[config.mk]
export PLATFORM = sky130hd
export DESIGN_NAME = wtr_core
export DESIGN_NICKNAME = d
export VERILOG_FILES = /design/src/wtr_pkg.sv /design/src/wtr_core.sv /design/src/wtr_tap.sv
export VERILOG_INCLUDE_DIRS = /design/src
export SDC_FILE = /design/constraint.sdc
export NUM_CORES = 1
export LEC_CHECK = 0
export ABC_AREA = 1
export ABC_CLOCK_PERIOD_IN_PS = 2800
export BUFFER_PORTS_ARGS = -buffer_cell sky130_fd_sc_hd__buf_2
export CORE_MARGIN = 8
export CORE_UTILIZATION = 45
export CTS_CLUSTER_DIAMETER = 60
export DETAILED_ROUTE_END_ITERATION = 8
export HOLD_SLACK_MARGIN = 0.1
export PLACE_DENSITY = 0.69
export SLEW_MARGIN = 25
export SYNTH_ARGS = -nofsm -noshare
export SYNTH_HDL_FRONTEND = slang
export SYNTH_HIERARCHICAL = 1
export SYNTH_SLANG_ARGS = --single-unit
[constraint.sdc]
create_clock -name aclk -period 2.8 [get_ports aclk]
set_input_delay 0.56 -clock aclk [delete_from_list [all_inputs] [get_ports aclk]]
set_output_delay 0.56 -clock aclk [all_outputs]
set_load 0.05 [all_outputs]
[src/wtr_defs.svh]
// register map, field positions and timing counts of the watchdog timer
// How it works
// watchdog source is wdog osc, instr clock or rtc osc; disabled means no-op
// watchdog expires after 2^15 to 2^16 source clocks
// with instr clock source, halt stops the watchdog count
// overflow in normal run gives chip reset and sets expiry flag
// overflow in halt gives warm reset and sets expiry flag
// count cleared by reset pin low, clear commands or halt
// option picks single clear or the two-command pair clear
// shared timer is 7-stage divider plus 8-bit prescaler
// lcd tap fS/2^2..2^9, buzzer tap fS/2^2..2^9, option chosen
// time base tick at fS/2^12..2^15, option chosen
// time base tick sets bit 5 flag; enabled calls vector 14H
// time base tick offered as clock for second timer
// rtc divisor in rtc_control bits 2..0, 2^8..2^15
// rtc tick sets bit 6 flag; enabled calls vector 18H
// rtc tick offered as clock for first timer
// halt stops system clock; wdog/rtc sources and lcd keep running
// halt clears watchdog, count restarts on wdog or rtc source
// halt sets powerdown flag, clears expiry; clear command clears powerdown
// wake on reset pin, interrupt, port A fall or watchdog overflow
// interrupt wake resumes next unless enabled and stack not full
// request already pending before halt cannot wake
// every wake waits 1024 system clocks before resuming
`ifndef WTR_DEFS_SVH
`define WTR_DEFS_SVH
// register indices; byte address is four times the index
`define WTR_IDX_OPT 6'h00
`define WTR_IDX_STAT 6'h01
`define WTR_IDX_CMD 6'h02
`define WTR_IDX_WAKE 6'h03
`define WTR_IDX_RTC_CONTROL 6'h09
`define WTR_IDX_IRQ_CONTROL_SECOND 6'h1E
// command bits
`define WTR_CMD_CLR 0
`define WTR_CMD_PAIR1 1
`define WTR_CMD_PAIR2 2
`define WTR_CMD_HALT 3
// irq_control_second bits
`define WTR_IC_ETBI 1
`define WTR_IC_ERTI 2
`define WTR_IC_TBF 5
`define WTR_IC_RTF 6
// watchdog source codes
`define WTR_SRC_WDOSC 2'h0
`define WTR_SRC_INSTR 2'h1
`define WTR_SRC_RTC 2'h2
// reset values and taps
`define WTR_RTC_CONTROL_RST 6'h07
`define WTR_OPT_RST 12'h001
`define WTR_TB_BASE 12
`define WTR_RTC_BASE 8
`define WTR_TAP_BASE 1
`define WTR_VEC_TB 8'h14
`define WTR_VEC_RTC 8'h18
`define WTR_WAKE_CYC 1024
`define WTR_RESP_OK 2'h0
`define WTR_RESP_ERR 2'h2
`endif

[src/wtr_pkg.sv]
// types shared by the watchdog timer modules
package wtr_pkg;
    typedef struct packed {
        logic [2:0] buzz_sel;
        logic [2:0] lcd_sel;
        logic [1:0] tb_sel;
        logic clr_dual;
        logic [1:0] wd_src;
        logic wd_en;
    } wtr_opt_t;
    typedef enum logic [1:0] {ST_RUN, ST_HALT, ST_WAKE} wtr_state_t;
endpackage : wtr_pkg

[src/wtr_core.sv]
// watchdog, time base, rtc divider and halt/wake control
`timescale 1ns/1ps
`default_nettype none
`include "wtr_defs.svh"
module wtr_core import wtr_pkg::*; #(
    parameter int DIV_STAGES = 7,
    parameter int PRE_BITS = 8,
    parameter int PORT_W = 8,
    parameter int WAKE_CYC = `WTR_WAKE_CYC
) (
    // clock and reset
    input wire logic aclk,
    input wire logic aresetn,
    // axi4-lite write
    input wire logic [7:0] s_axi_awaddr,
    input wire logic s_axi_awvalid,
    output logic s_axi_awready,
    input wire logic [31:0] s_axi_wdata,
    input wire logic [3:0] s_axi_wstrb,
    input wire logic s_axi_wvalid,
    output logic s_axi_wready,
    output logic [1:0] s_axi_bresp,
    output logic s_axi_bvalid,
    input wire logic s_axi_bready,
    // axi4-lite read
    input wire logic [7:0] s_axi_araddr,
    input wire logic s_axi_arvalid,
    output logic s_axi_arready,
    output logic [31:0] s_axi_rdata,
    output logic [1:0] s_axi_rresp,
    output logic s_axi_rvalid,
    input wire logic s_axi_rready,
    // oscillators and pins
    input wire logic wdosc_tick,
    input wire logic rtcosc_tick,
    input wire logic ext_rst_pin_n,
    input wire logic [PORT_W-1:0] porta,
    // interrupt controller side
    input wire logic ext_irq_new,
    input wire logic irq_master_en,
    input wire logic stack_full,
    input wire logic irq_ack_tb,
    input wire logic irq_ack_rtc,
    output logic irq_call,
    output logic [7:0] irq_vector,
    // resets, clocks and ticks out
    output logic chip_rst,
    output logic warm_rst,
    output logic sys_clk_run,
    output logic lcd_clk,
    output logic buzz_clk,
    output logic tb_tick,
    output logic rtc_tick,
    // halt status
    output logic halted,
    output logic resume,
    output logic resume_irq
);
    localparam int CW = DIV_STAGES + PRE_BITS;
    localparam int WAKE_LAST = WAKE_CYC - 1;
    localparam int WW = $clog2(WAKE_CYC);

    ////////////////////////////////////////////////////////////////////////
    // bus slave
    logic bvalid_r, rvalid_r, wr_en;
    logic [1:0] bresp_r, rresp_r;
    logic [31:0] rdata_r, rd_mux;
    logic rd_hit;
    logic [5:0] widx, ridx;
    wtr_opt_t opt_r;
    logic [5:0] rtc_control_r;
    logic etbi_r, erti_r, tbf_r, rtf_r;
    logic [PORT_W-1:0] wake_mask_r, porta_q;
    logic pdf_r, to_r;
    wtr_state_t st_r;
    logic [WW-1:0] wcnt_r;

    // write waits for address and data together, no skid storage needed
    assign wr_en = s_axi_awvalid & s_axi_wvalid & ~bvalid_r;
    assign s_axi_awready = wr_en;
    assign s_axi_wready = wr_en;
    assign s_axi_arready = ~rvalid_r;
    assign widx = s_axi_awaddr[7:2];
    assign ridx = s_axi_araddr[7:2];

    always_ff @(posedge aclk)
    begin
        if (!aresetn)
        begin
            bvalid_r <= 1'b0;
            bresp_r <= `WTR_RESP_OK;
        end
        else if (wr_en)
        begin
            bvalid_r <= 1'b1;
            bresp_r <= (widx == `WTR_IDX_OPT || widx == `WTR_IDX_STAT ||
                        widx == `WTR_IDX_CMD || widx == `WTR_IDX_WAKE ||
                        widx == `WTR_IDX_RTC_CONTROL || widx == `WTR_IDX_IRQ_CONTROL_SECOND)
                       ? `WTR_RESP_OK : `WTR_RESP_ERR;
        end
        else if (s_axi_bready)
            bvalid_r <= 1'b0;
    end

    always_comb
    begin
        rd_mux = 32'h0000_0000;
        rd_hit = 1'b1;
        case (ridx)
            `WTR_IDX_OPT: rd_mux[11:0] = opt_r;
            `WTR_IDX_STAT: rd_mux[3:0] = {st_r == ST_WAKE,
                                          st_r == ST_HALT, to_r, pdf_r};
            `WTR_IDX_CMD: rd_mux = 32'h0000_0000;
            `WTR_IDX_WAKE: rd_mux[PORT_W-1:0] = wake_mask_r;
            `WTR_IDX_RTC_CONTROL: rd_mux[5:0] = rtc_control_r;
            `WTR_IDX_IRQ_CONTROL_SECOND:
            begin
                rd_mux[`WTR_IC_ETBI] = etbi_r;
                rd_mux[`WTR_IC_ERTI] = erti_r;
                rd_mux[`WTR_IC_TBF] = tbf_r;
                rd_mux[`WTR_IC_RTF] = rtf_r;
            end
            default: rd_hit = 1'b0;
        endcase
    end

    always_ff @(posedge aclk)
    begin
        if (!aresetn)
        begin
            rvalid_r <= 1'b0;
            rdata_r <= 32'h0000_0000;
            rresp_r <= `WTR_RESP_OK;
        end
        else if (s_axi_arvalid && !rvalid_r)
        begin
            rvalid_r <= 1'b1;
            rdata_r <= rd_mux;
            rresp_r <= rd_hit ? `WTR_RESP_OK : `WTR_RESP_ERR;
        end
        else if (s_axi_rready)
            rvalid_r <= 1'b0;
    end

    assign s_axi_bvalid = bvalid_r;
    assign s_axi_bresp = bresp_r;
    assign s_axi_rvalid = rvalid_r;
    assign s_axi_rdata = rdata_r;
    assign s_axi_rresp = rresp_r;

    ////////////////////////////////////////////////////////////////////////
    // command decode
    logic wr_lo, cmd_wr, cmd_clr, cmd_p1, cmd_p2, cmd_halt;
    logic p1_seen_r, p2_seen_r, pair_done, wd_clr_ev;
    assign wr_lo = wr_en & s_axi_wstrb[0];
    assign cmd_wr = wr_lo && widx == `WTR_IDX_CMD && st_r == ST_RUN;
    assign cmd_clr = cmd_wr & s_axi_wdata[`WTR_CMD_CLR];
    assign cmd_p1 = cmd_wr & s_axi_wdata[`WTR_CMD_PAIR1];
    assign cmd_p2 = cmd_wr & s_axi_wdata[`WTR_CMD_PAIR2];
    assign cmd_halt = cmd_wr & s_axi_wdata[`WTR_CMD_HALT];
    assign pair_done = (p1_seen_r | cmd_p1) & (p2_seen_r | cmd_p2);
    // the other scheme's command is ignored; disabled makes all no-ops
    assign wd_clr_ev = opt_r.wd_en & (opt_r.clr_dual ? pair_done
                                                      : cmd_clr);

    always_ff @(posedge aclk)
    begin
        if (!aresetn || !opt_r.clr_dual || wd_clr_ev || !ext_rst_pin_n)
        begin
            p1_seen_r <= 1'b0;
            p2_seen_r <= 1'b0;
        end
        else
        begin
            p1_seen_r <= p1_seen_r | cmd_p1;
            p2_seen_r <= p2_seen_r | cmd_p2;
        end
    end

    ////////////////////////////////////////////////////////////////////////
    // shared timer
    logic [1:0] div4_r;
    logic instr_tick, fs_tick;
    logic [CW-1:0] cnt_r;
    logic [CW:0] ones_w;
    logic wd_stage_r, wd_ovf_ev, tb_ev, rtc_ev, soft_rst;

    // instruction clock is only a quarter of aclk and dies in halt
    always_ff @(posedge aclk)
    begin
        if (!aresetn)
            div4_r <= 2'h0;
        else if (st_r != ST_HALT)
            div4_r <= div4_r + 2'h1;
    end
    assign instr_tick = (div4_r == 2'h3) && st_r != ST_HALT;

    always_comb
    begin
        case (opt_r.wd_src)
            `WTR_SRC_INSTR: fs_tick = instr_tick;
            `WTR_SRC_RTC: fs_tick = rtcosc_tick;
            default: fs_tick = wdosc_tick;
        endcase
    end

    assign ones_w[0] = 1'b1;
    genvar k;
    generate
        for (k = 0; k < CW; k++)
        begin : g_ones
            assign ones_w[k+1] = ones_w[k] & cnt_r[k];
        end
    endgenerate

    assign soft_rst = !ext_rst_pin_n || chip_rst;

    always_ff @(posedge aclk)
    begin
        if (!aresetn || soft_rst)
            cnt_r <= '0;
        else if (fs_tick)
            cnt_r <= cnt_r + 1'b1;
    end

    assign tb_ev = fs_tick & ones_w[`WTR_TB_BASE + int'(opt_r.tb_sel)];
    assign rtc_ev = fs_tick & ones_w[`WTR_RTC_BASE + int'(rtc_control_r[2:0])];
    // extra stage after the prescaler: clearing it alone gives 2^15..2^16
    assign wd_ovf_ev = opt_r.wd_en & fs_tick & ones_w[CW] & wd_stage_r;

    always_ff @(posedge aclk)
    begin
        if (!aresetn || soft_rst || warm_rst)
            wd_stage_r <= 1'b0;
        else if (wd_clr_ev || cmd_halt)
            wd_stage_r <= 1'b0;
        else if (opt_r.wd_en && fs_tick && ones_w[CW])
            wd_stage_r <= 1'b1;
    end

    always_ff @(posedge aclk)
    begin
        if (!aresetn)
        begin
            tb_tick <= 1'b0;
            rtc_tick <= 1'b0;
        end
        else
        begin
            tb_tick <= tb_ev;
            rtc_tick <= rtc_ev;
        end
    end

    // taps keep going in halt when the source is an oscillator
    wtr_tap #(.CW(CW), .BASE(`WTR_TAP_BASE)) u_lcd (
        .aclk(aclk),
        .aresetn(aresetn),
        .cnt(cnt_r),
        .sel(opt_r.lcd_sel),
        .tap(lcd_clk)
    );
    wtr_tap #(.CW(CW), .BASE(`WTR_TAP_BASE)) u_buzz (
        .aclk(aclk),
        .aresetn(aresetn),
        .cnt(cnt_r),
        .sel(opt_r.buzz_sel),
        .tap(buzz_clk)
    );

    ////////////////////////////////////////////////////////////////////////
    // software registers
    logic ic_wr, tb_new, rtc_new;
    assign ic_wr = wr_lo && widx == `WTR_IDX_IRQ_CONTROL_SECOND;
    assign tb_new = tb_ev & ~tbf_r;
    assign rtc_new = rtc_ev & ~rtf_r;

    always_ff @(posedge aclk)
    begin
        if (!aresetn)
            opt_r <= `WTR_OPT_RST;
        else if (wr_en && widx == `WTR_IDX_OPT)
        begin
            if (s_axi_wstrb[0])
                opt_r[7:0] <= s_axi_wdata[7:0];
            if (s_axi_wstrb[1])
                opt_r[11:8] <= s_axi_wdata[11:8];
        end
    end

    always_ff @(posedge aclk)
    begin
        if (!aresetn)
            wake_mask_r <= '0;
        else if (wr_lo && widx == `WTR_IDX_WAKE)
            wake_mask_r <= s_axi_wdata[PORT_W-1:0];
    end

    always_ff @(posedge aclk)
    begin
        if (!aresetn || soft_rst)
            rtc_control_r <= `WTR_RTC_CONTROL_RST;
        else if (wr_lo && widx == `WTR_IDX_RTC_CONTROL)
            rtc_control_r <= s_axi_wdata[5:0];
    end

    // hardware set beats a software or acknowledge clear
    always_ff @(posedge aclk)
    begin
        if (!aresetn || soft_rst)
        begin
            etbi_r <= 1'b0;
            erti_r <= 1'b0;
            tbf_r <= 1'b0;
            rtf_r <= 1'b0;
        end
        else
        begin
            if (ic_wr)
            begin
                etbi_r <= s_axi_wdata[`WTR_IC_ETBI];
                erti_r <= s_axi_wdata[`WTR_IC_ERTI];
            end
            if (tb_ev)
                tbf_r <= 1'b1;
            else if (ic_wr)
                tbf_r <= s_axi_wdata[`WTR_IC_TBF];
            else if (irq_ack_tb)
                tbf_r <= 1'b0;
            if (rtc_ev)
                rtf_r <= 1'b1;
            else if (ic_wr)
                rtf_r <= s_axi_wdata[`WTR_IC_RTF];
            else if (irq_ack_rtc)
                rtf_r <= 1'b0;
        end
    end

    always_ff @(posedge aclk)
    begin
        if (!aresetn)
        begin
            irq_call <= 1'b0;
            irq_vector <= 8'h00;
        end
        else
        begin
            irq_call <= 1'b0;
            if (st_r == ST_RUN && irq_master_en && !stack_full)
            begin
                if (tbf_r && etbi_r)
                begin
                    irq_call <= 1'b1;
                    irq_vector <= `WTR_VEC_TB;
                end
                else if (rtf_r && erti_r)
                begin
                    irq_call <= 1'b1;
                    irq_vector <= `WTR_VEC_RTC;
                end
            end
        end
    end

    ////////////////////////////////////////////////////////////////////////
    // halt and wake
    logic port_fall, irq_wake, wake_any, irq_go;
    always_ff @(posedge aclk)
    begin
        if (!aresetn)
            porta_q <= '1;
        else
            porta_q <= porta;
    end
    assign port_fall = |(wake_mask_r & porta_q & ~porta);
    // only a request that rises during halt wakes
    assign irq_wake = tb_new | rtc_new | ext_irq_new;
    assign wake_any = !ext_rst_pin_n | irq_wake | port_fall | wd_ovf_ev;
    assign irq_go = irq_master_en & ~stack_full & ((tb_new & etbi_r) |
                    (rtc_new & erti_r) | ext_irq_new);

    always_ff @(posedge aclk)
    begin
        if (!aresetn)
        begin
            st_r <= ST_RUN;
            wcnt_r <= '0;
            resume <= 1'b0;
            resume_irq <= 1'b0;
        end
        else
        begin
            resume <= 1'b0;
            case (st_r)
                ST_RUN:
                    if (cmd_halt && !chip_rst)
                        st_r <= ST_HALT;
                ST_HALT:
                    if (wake_any)
                    begin
                        st_r <= ST_WAKE;
                        wcnt_r <= '0;
                        resume_irq <= irq_go & ext_rst_pin_n & ~wd_ovf_ev;
                    end
                ST_WAKE:
                    if (wcnt_r == WW'(WAKE_LAST))
                    begin
                        st_r <= ST_RUN;
                        resume <= 1'b1;
                    end
                    else
                        wcnt_r <= wcnt_r + 1'b1;
                default: st_r <= ST_RUN;
            endcase
        end
    end

    always_ff @(posedge aclk)
    begin
        if (!aresetn)
        begin
            chip_rst <= 1'b0;
            warm_rst <= 1'b0;
        end
        else
        begin
            chip_rst <= wd_ovf_ev && st_r != ST_HALT;
            warm_rst <= wd_ovf_ev && st_r == ST_HALT;
        end
    end

    // power-on clears both; the reset pin leaves them as they were
    always_ff @(posedge aclk)
    begin
        if (!aresetn)
        begin
            pdf_r <= 1'b0;
            to_r <= 1'b0;
        end
        else if (wd_ovf_ev)
            to_r <= 1'b1;
        else if (cmd_halt)
        begin
            pdf_r <= 1'b1;
            to_r <= 1'b0;
        end
        else if (wd_clr_ev)
            pdf_r <= 1'b0;
    end

    assign halted = st_r != ST_RUN;
    assign sys_clk_run = st_r != ST_HALT;

    logic [WW:0] wlen_r;
    always_ff @(posedge aclk)
    begin
        if (!aresetn || st_r != ST_WAKE)
            wlen_r <= '0;
        else
            wlen_r <= wlen_r + 1'b1;
    end
    int wake_full = WAKE_CYC;
endmodule : wtr_core
`default_nettype wire

[src/wtr_tap.sv]
// frequency tap picked from the shared timer count
`timescale 1ns/1ps
`default_nettype none
module wtr_tap #(
    parameter int CW = 15,
    parameter int BASE = 1
) (
    // clock and reset
    input wire logic aclk,
    input wire logic aresetn,
    // count and selection
    input wire logic [CW-1:0] cnt,
    input wire logic [2:0] sel,
    // tap
    output logic tap
);
    logic tap_r;
    always_ff @(posedge aclk)
    begin
        if (!aresetn)
            tap_r <= 1'b0;
        else
            tap_r <= cnt[BASE + int'(sel)];
    end
    assign tap = tap_r;
endmodule : wtr_tap
`default_nettype wire

==> flow_summary.json <==
{
  "die-area_um2": 15700,
  "worstSetupEndpointType": "register",
  "dp.cells": 975,
  "fp.dieH_um": 125,
  "ys_seq_area_share_pct": 37.1,
  "wl_per_cell_um": 14.3,
  "synth_area_per_cell_um2": 7.12,
  "fin_tns_setup_ns": 0,
  "setup_viol": 0,
  "cp_max_fo": 13,
  "slew_viol_final": 0,
  "area.growth.synth_to_final_pct": 14.2,
  "wirelength_um": 14200,
  "pre_cts_ws_ns": 0.540,
  "grt_usage_pct": 18.0,
  "startpoint": "cnt_r[0]",
  "nFillCells": 1196,
  "rsz0062_at_grt": "no",
  "vias": 5004,
  "final.period_utilization_pct": 81.6,
  "grt_pass1_wl_um": 23300,
  "yosys_warnings": 6,
  "crit_path_start_kind": "register",
  "async_reset_ff_share_pct": 0,
  "ys_ff_latch": 100,
  "hold_start": "porta[7]",
  "die_w_um": 125,
  "cts_tree": "built",
  "synth_top_cell_by_area": "dfxtp_1",
  "finalClockSkew_ns": 0.0102,
  "clkLatencyLatePin_ns": 0.35,
  "ant_nets": 0,
  "cts_made_buffers": 9,
  "antenna-diode-count": 0,
  "vias_per_cell": 5.05,
  "grt_overflow": 0,
  "max_freq_mhz": 438,
  "cp.arrival_ns": 2.57,
  "synthFlopType": "dfxtp_1",
  "rows": 40,
  "synth-edff-count": 0,
  "drcViolationCount": 0,
  "mostFrequentLayoutCell": "nand2_1",
  "cap_violations": 0,
  "vdd_drop_max_mv": 0.323,
  "min_path_type": "in -> reg",
  "leakage_nw": 2.69,
  "netlist_instances": 758,
  "worstSetupPathType": "reg -> reg",
  "ys_top_cells_by_area": "dfxtp_1 (37%), nand2_1 (8.4%), inv_1 (7.2%)",
  "start_util_pct": 45.5,
  "holdBufCountCts": 0,
  "coreArea_um2": 11900,
  "dp_hpwl_um": 10700,
  "clock_path_buffers": 2,
  "grt_max_degree": 36,
  "first_global_vias": 4763,
  "syn_area_um2": 5390,
  "antenna_found_initial": 0,
  "worst_pin_slew_ns": 0.656,
  "h-tree-depth": 3,
  "finalHoldViolations": 0,
  "final_cell_mix": "nand2_1 (120), inv_1 (104), dfxtp_1 (100), buf_2 (81), nor2_1 (72)",
  "cts-root-buf": "clkbuf_16",
  "cts.sinks": 100,
  "place_congestion": 0.864,
  "clk_pin_slew_ns": 0.08,
  "drtPass1Iterations": 5,
  "period_minus_slack_ns": 2.28,
  "yosysUniqueCellTypes": 51,
  "worstPathRequired_ns": 3.08,
  "drive_gt1_share_pct": 19.2,
  "yosysTopAreaCellShare_pct": 37.1,
  "finalNonFillerCells": 991,
  "power_per_cell_area_nw_per_um2": 513,
  "reg2reg_from": "cnt_r[0]",
  "io_pins": 135,
  "port_buffers": 81,
  "post-cts-setup-buffers": 0,
  "outcome": "complete, no violations",
  "layout.nets": 922,
  "fin_ws_ns": 0.515,
  "drt_iter0_markers": 339,
  "cts_resized": 0,
  "slew_headroom_pct": 56.1
}
-- state kept, by name, indices dropped and copies added, names as in the netlist, 2 cells and up --
register / flops
cnt_r: 15
div4_r: 2
irq_vector: 3
opt_r: 12
porta_q: 8
rtc_control_r: 6
s_axi_rdata: 12
st_r: 2
wake_mask_r: 8
wcnt_r: 10
-- power breakdown --
group	total (mW)	switching (mW)	internal, mW
Clock	1.32	0.599	0.719
Sequential	1.47	0.0185	1.45
Combinational	0.375	0.292	0.0836
Total	3.16	0.909	2.25
-- cells by family after synthesis --
logic type               Yosys count  share of synthesized area (%)
AND/OR/NAND/NOR                  330                           30.4
buffers and inverters            161                           13.9
AO/OA/AOI/OAI                    152                           15.7
flip-flops                       100                           37.1
adder cells (fa/ha/maj)            8                           1.86
XOR/XNOR                           6                          0.974
other                              1                         0.0695
-- cells in the mapped netlist, types with 2 or more instances --
master / count
a211oi_1: 5
a21o_1: 2
a21oi_1: 64
a21oi_2: 6
a221oi_1: 3
a22oi_1: 3
a31oi_1: 2
buf_1: 3
buf_4: 29
buf_6: 3
clkbuf_1: 10
dfxtp_1: 100
ha_1: 8
inv_1: 104
inv_2: 7
inv_6: 2
nand2_1: 120
nand2_2: 14
nand2_4: 3
nand3_1: 68
nand3_2: 5
nand3_4: 3
nand3b_1: 4
nand4_1: 15
nor2_1: 72
nor2_2: 4
nor2_8: 2
nor3_1: 6
nor4_1: 3
o211ai_1: 4
o21a_1: 2
o21ai_0: 53
o21ai_1: 4
o22ai_1: 2
or2_2: 3
xnor2_1: 3
xor2_1: 3
-- critical path, cell delays in order, from the launching register on --
cell and delay (ns):
dfxtp_1 0.45, ha_1 0.24, ha_1 0.18, nand2_1 0.08, inv_2 0.14, nand4_1 0.12, nor2_1 0.11, nor2_1 0.06
nor2_2 0.20, nand2_4 0.09, nand3_2 0.09, nand2_2 0.18, nand2_1 0.14, nand3b_1 0.08, nand2_1 0.07
-- metrics by stage --
step                      hold slack (ns)  power (mW)  cell area [µm²]  utilization (%)
after CTS                           0.389        3.18             6160             51.9
after detailed placement            0.447        1.88             5840             49.3
final                               0.392        3.16             6160             51.9
after global placement              0.437        1.87             5840             49.3
after global routing                0.385        3.28             6160             51.9
after floorplan                     0.429        1.81             5490                -
-- layout make-up --
cell class	instances	area, µm²	share of cell area (%)
clock buffer	9	225	3.66
clock inverter	7	92.6	1.50
inverter	115	445	7.23
multi-input combinational	523	2740	44.5
sequential	100	2000	32.5
tap	147	184	2.99
timing repair buffer	90	473	7.68
-- worst paths after layout --
kind	endpoint	slack [ns]	depth (start not counted)
worst max-delay path	wcnt_r[1]	0.52	14
worst min-delay path	porta_q[7]	0.39	3
worst max register to register	wcnt_r[1]	0.52	14
worst min register to register	irq_vector[4]	0.46	2
-- per-layer routing --
layer	track usage, %	part of all wire (%)	up-vias
li1	-	-	2602
met1	22.4	47	2252
met2	30.3	47	135
met3	3.65	4.6	15
met4	5.66	1.3	0
met5	0	0	-
(Power assumes the default switching activity.)
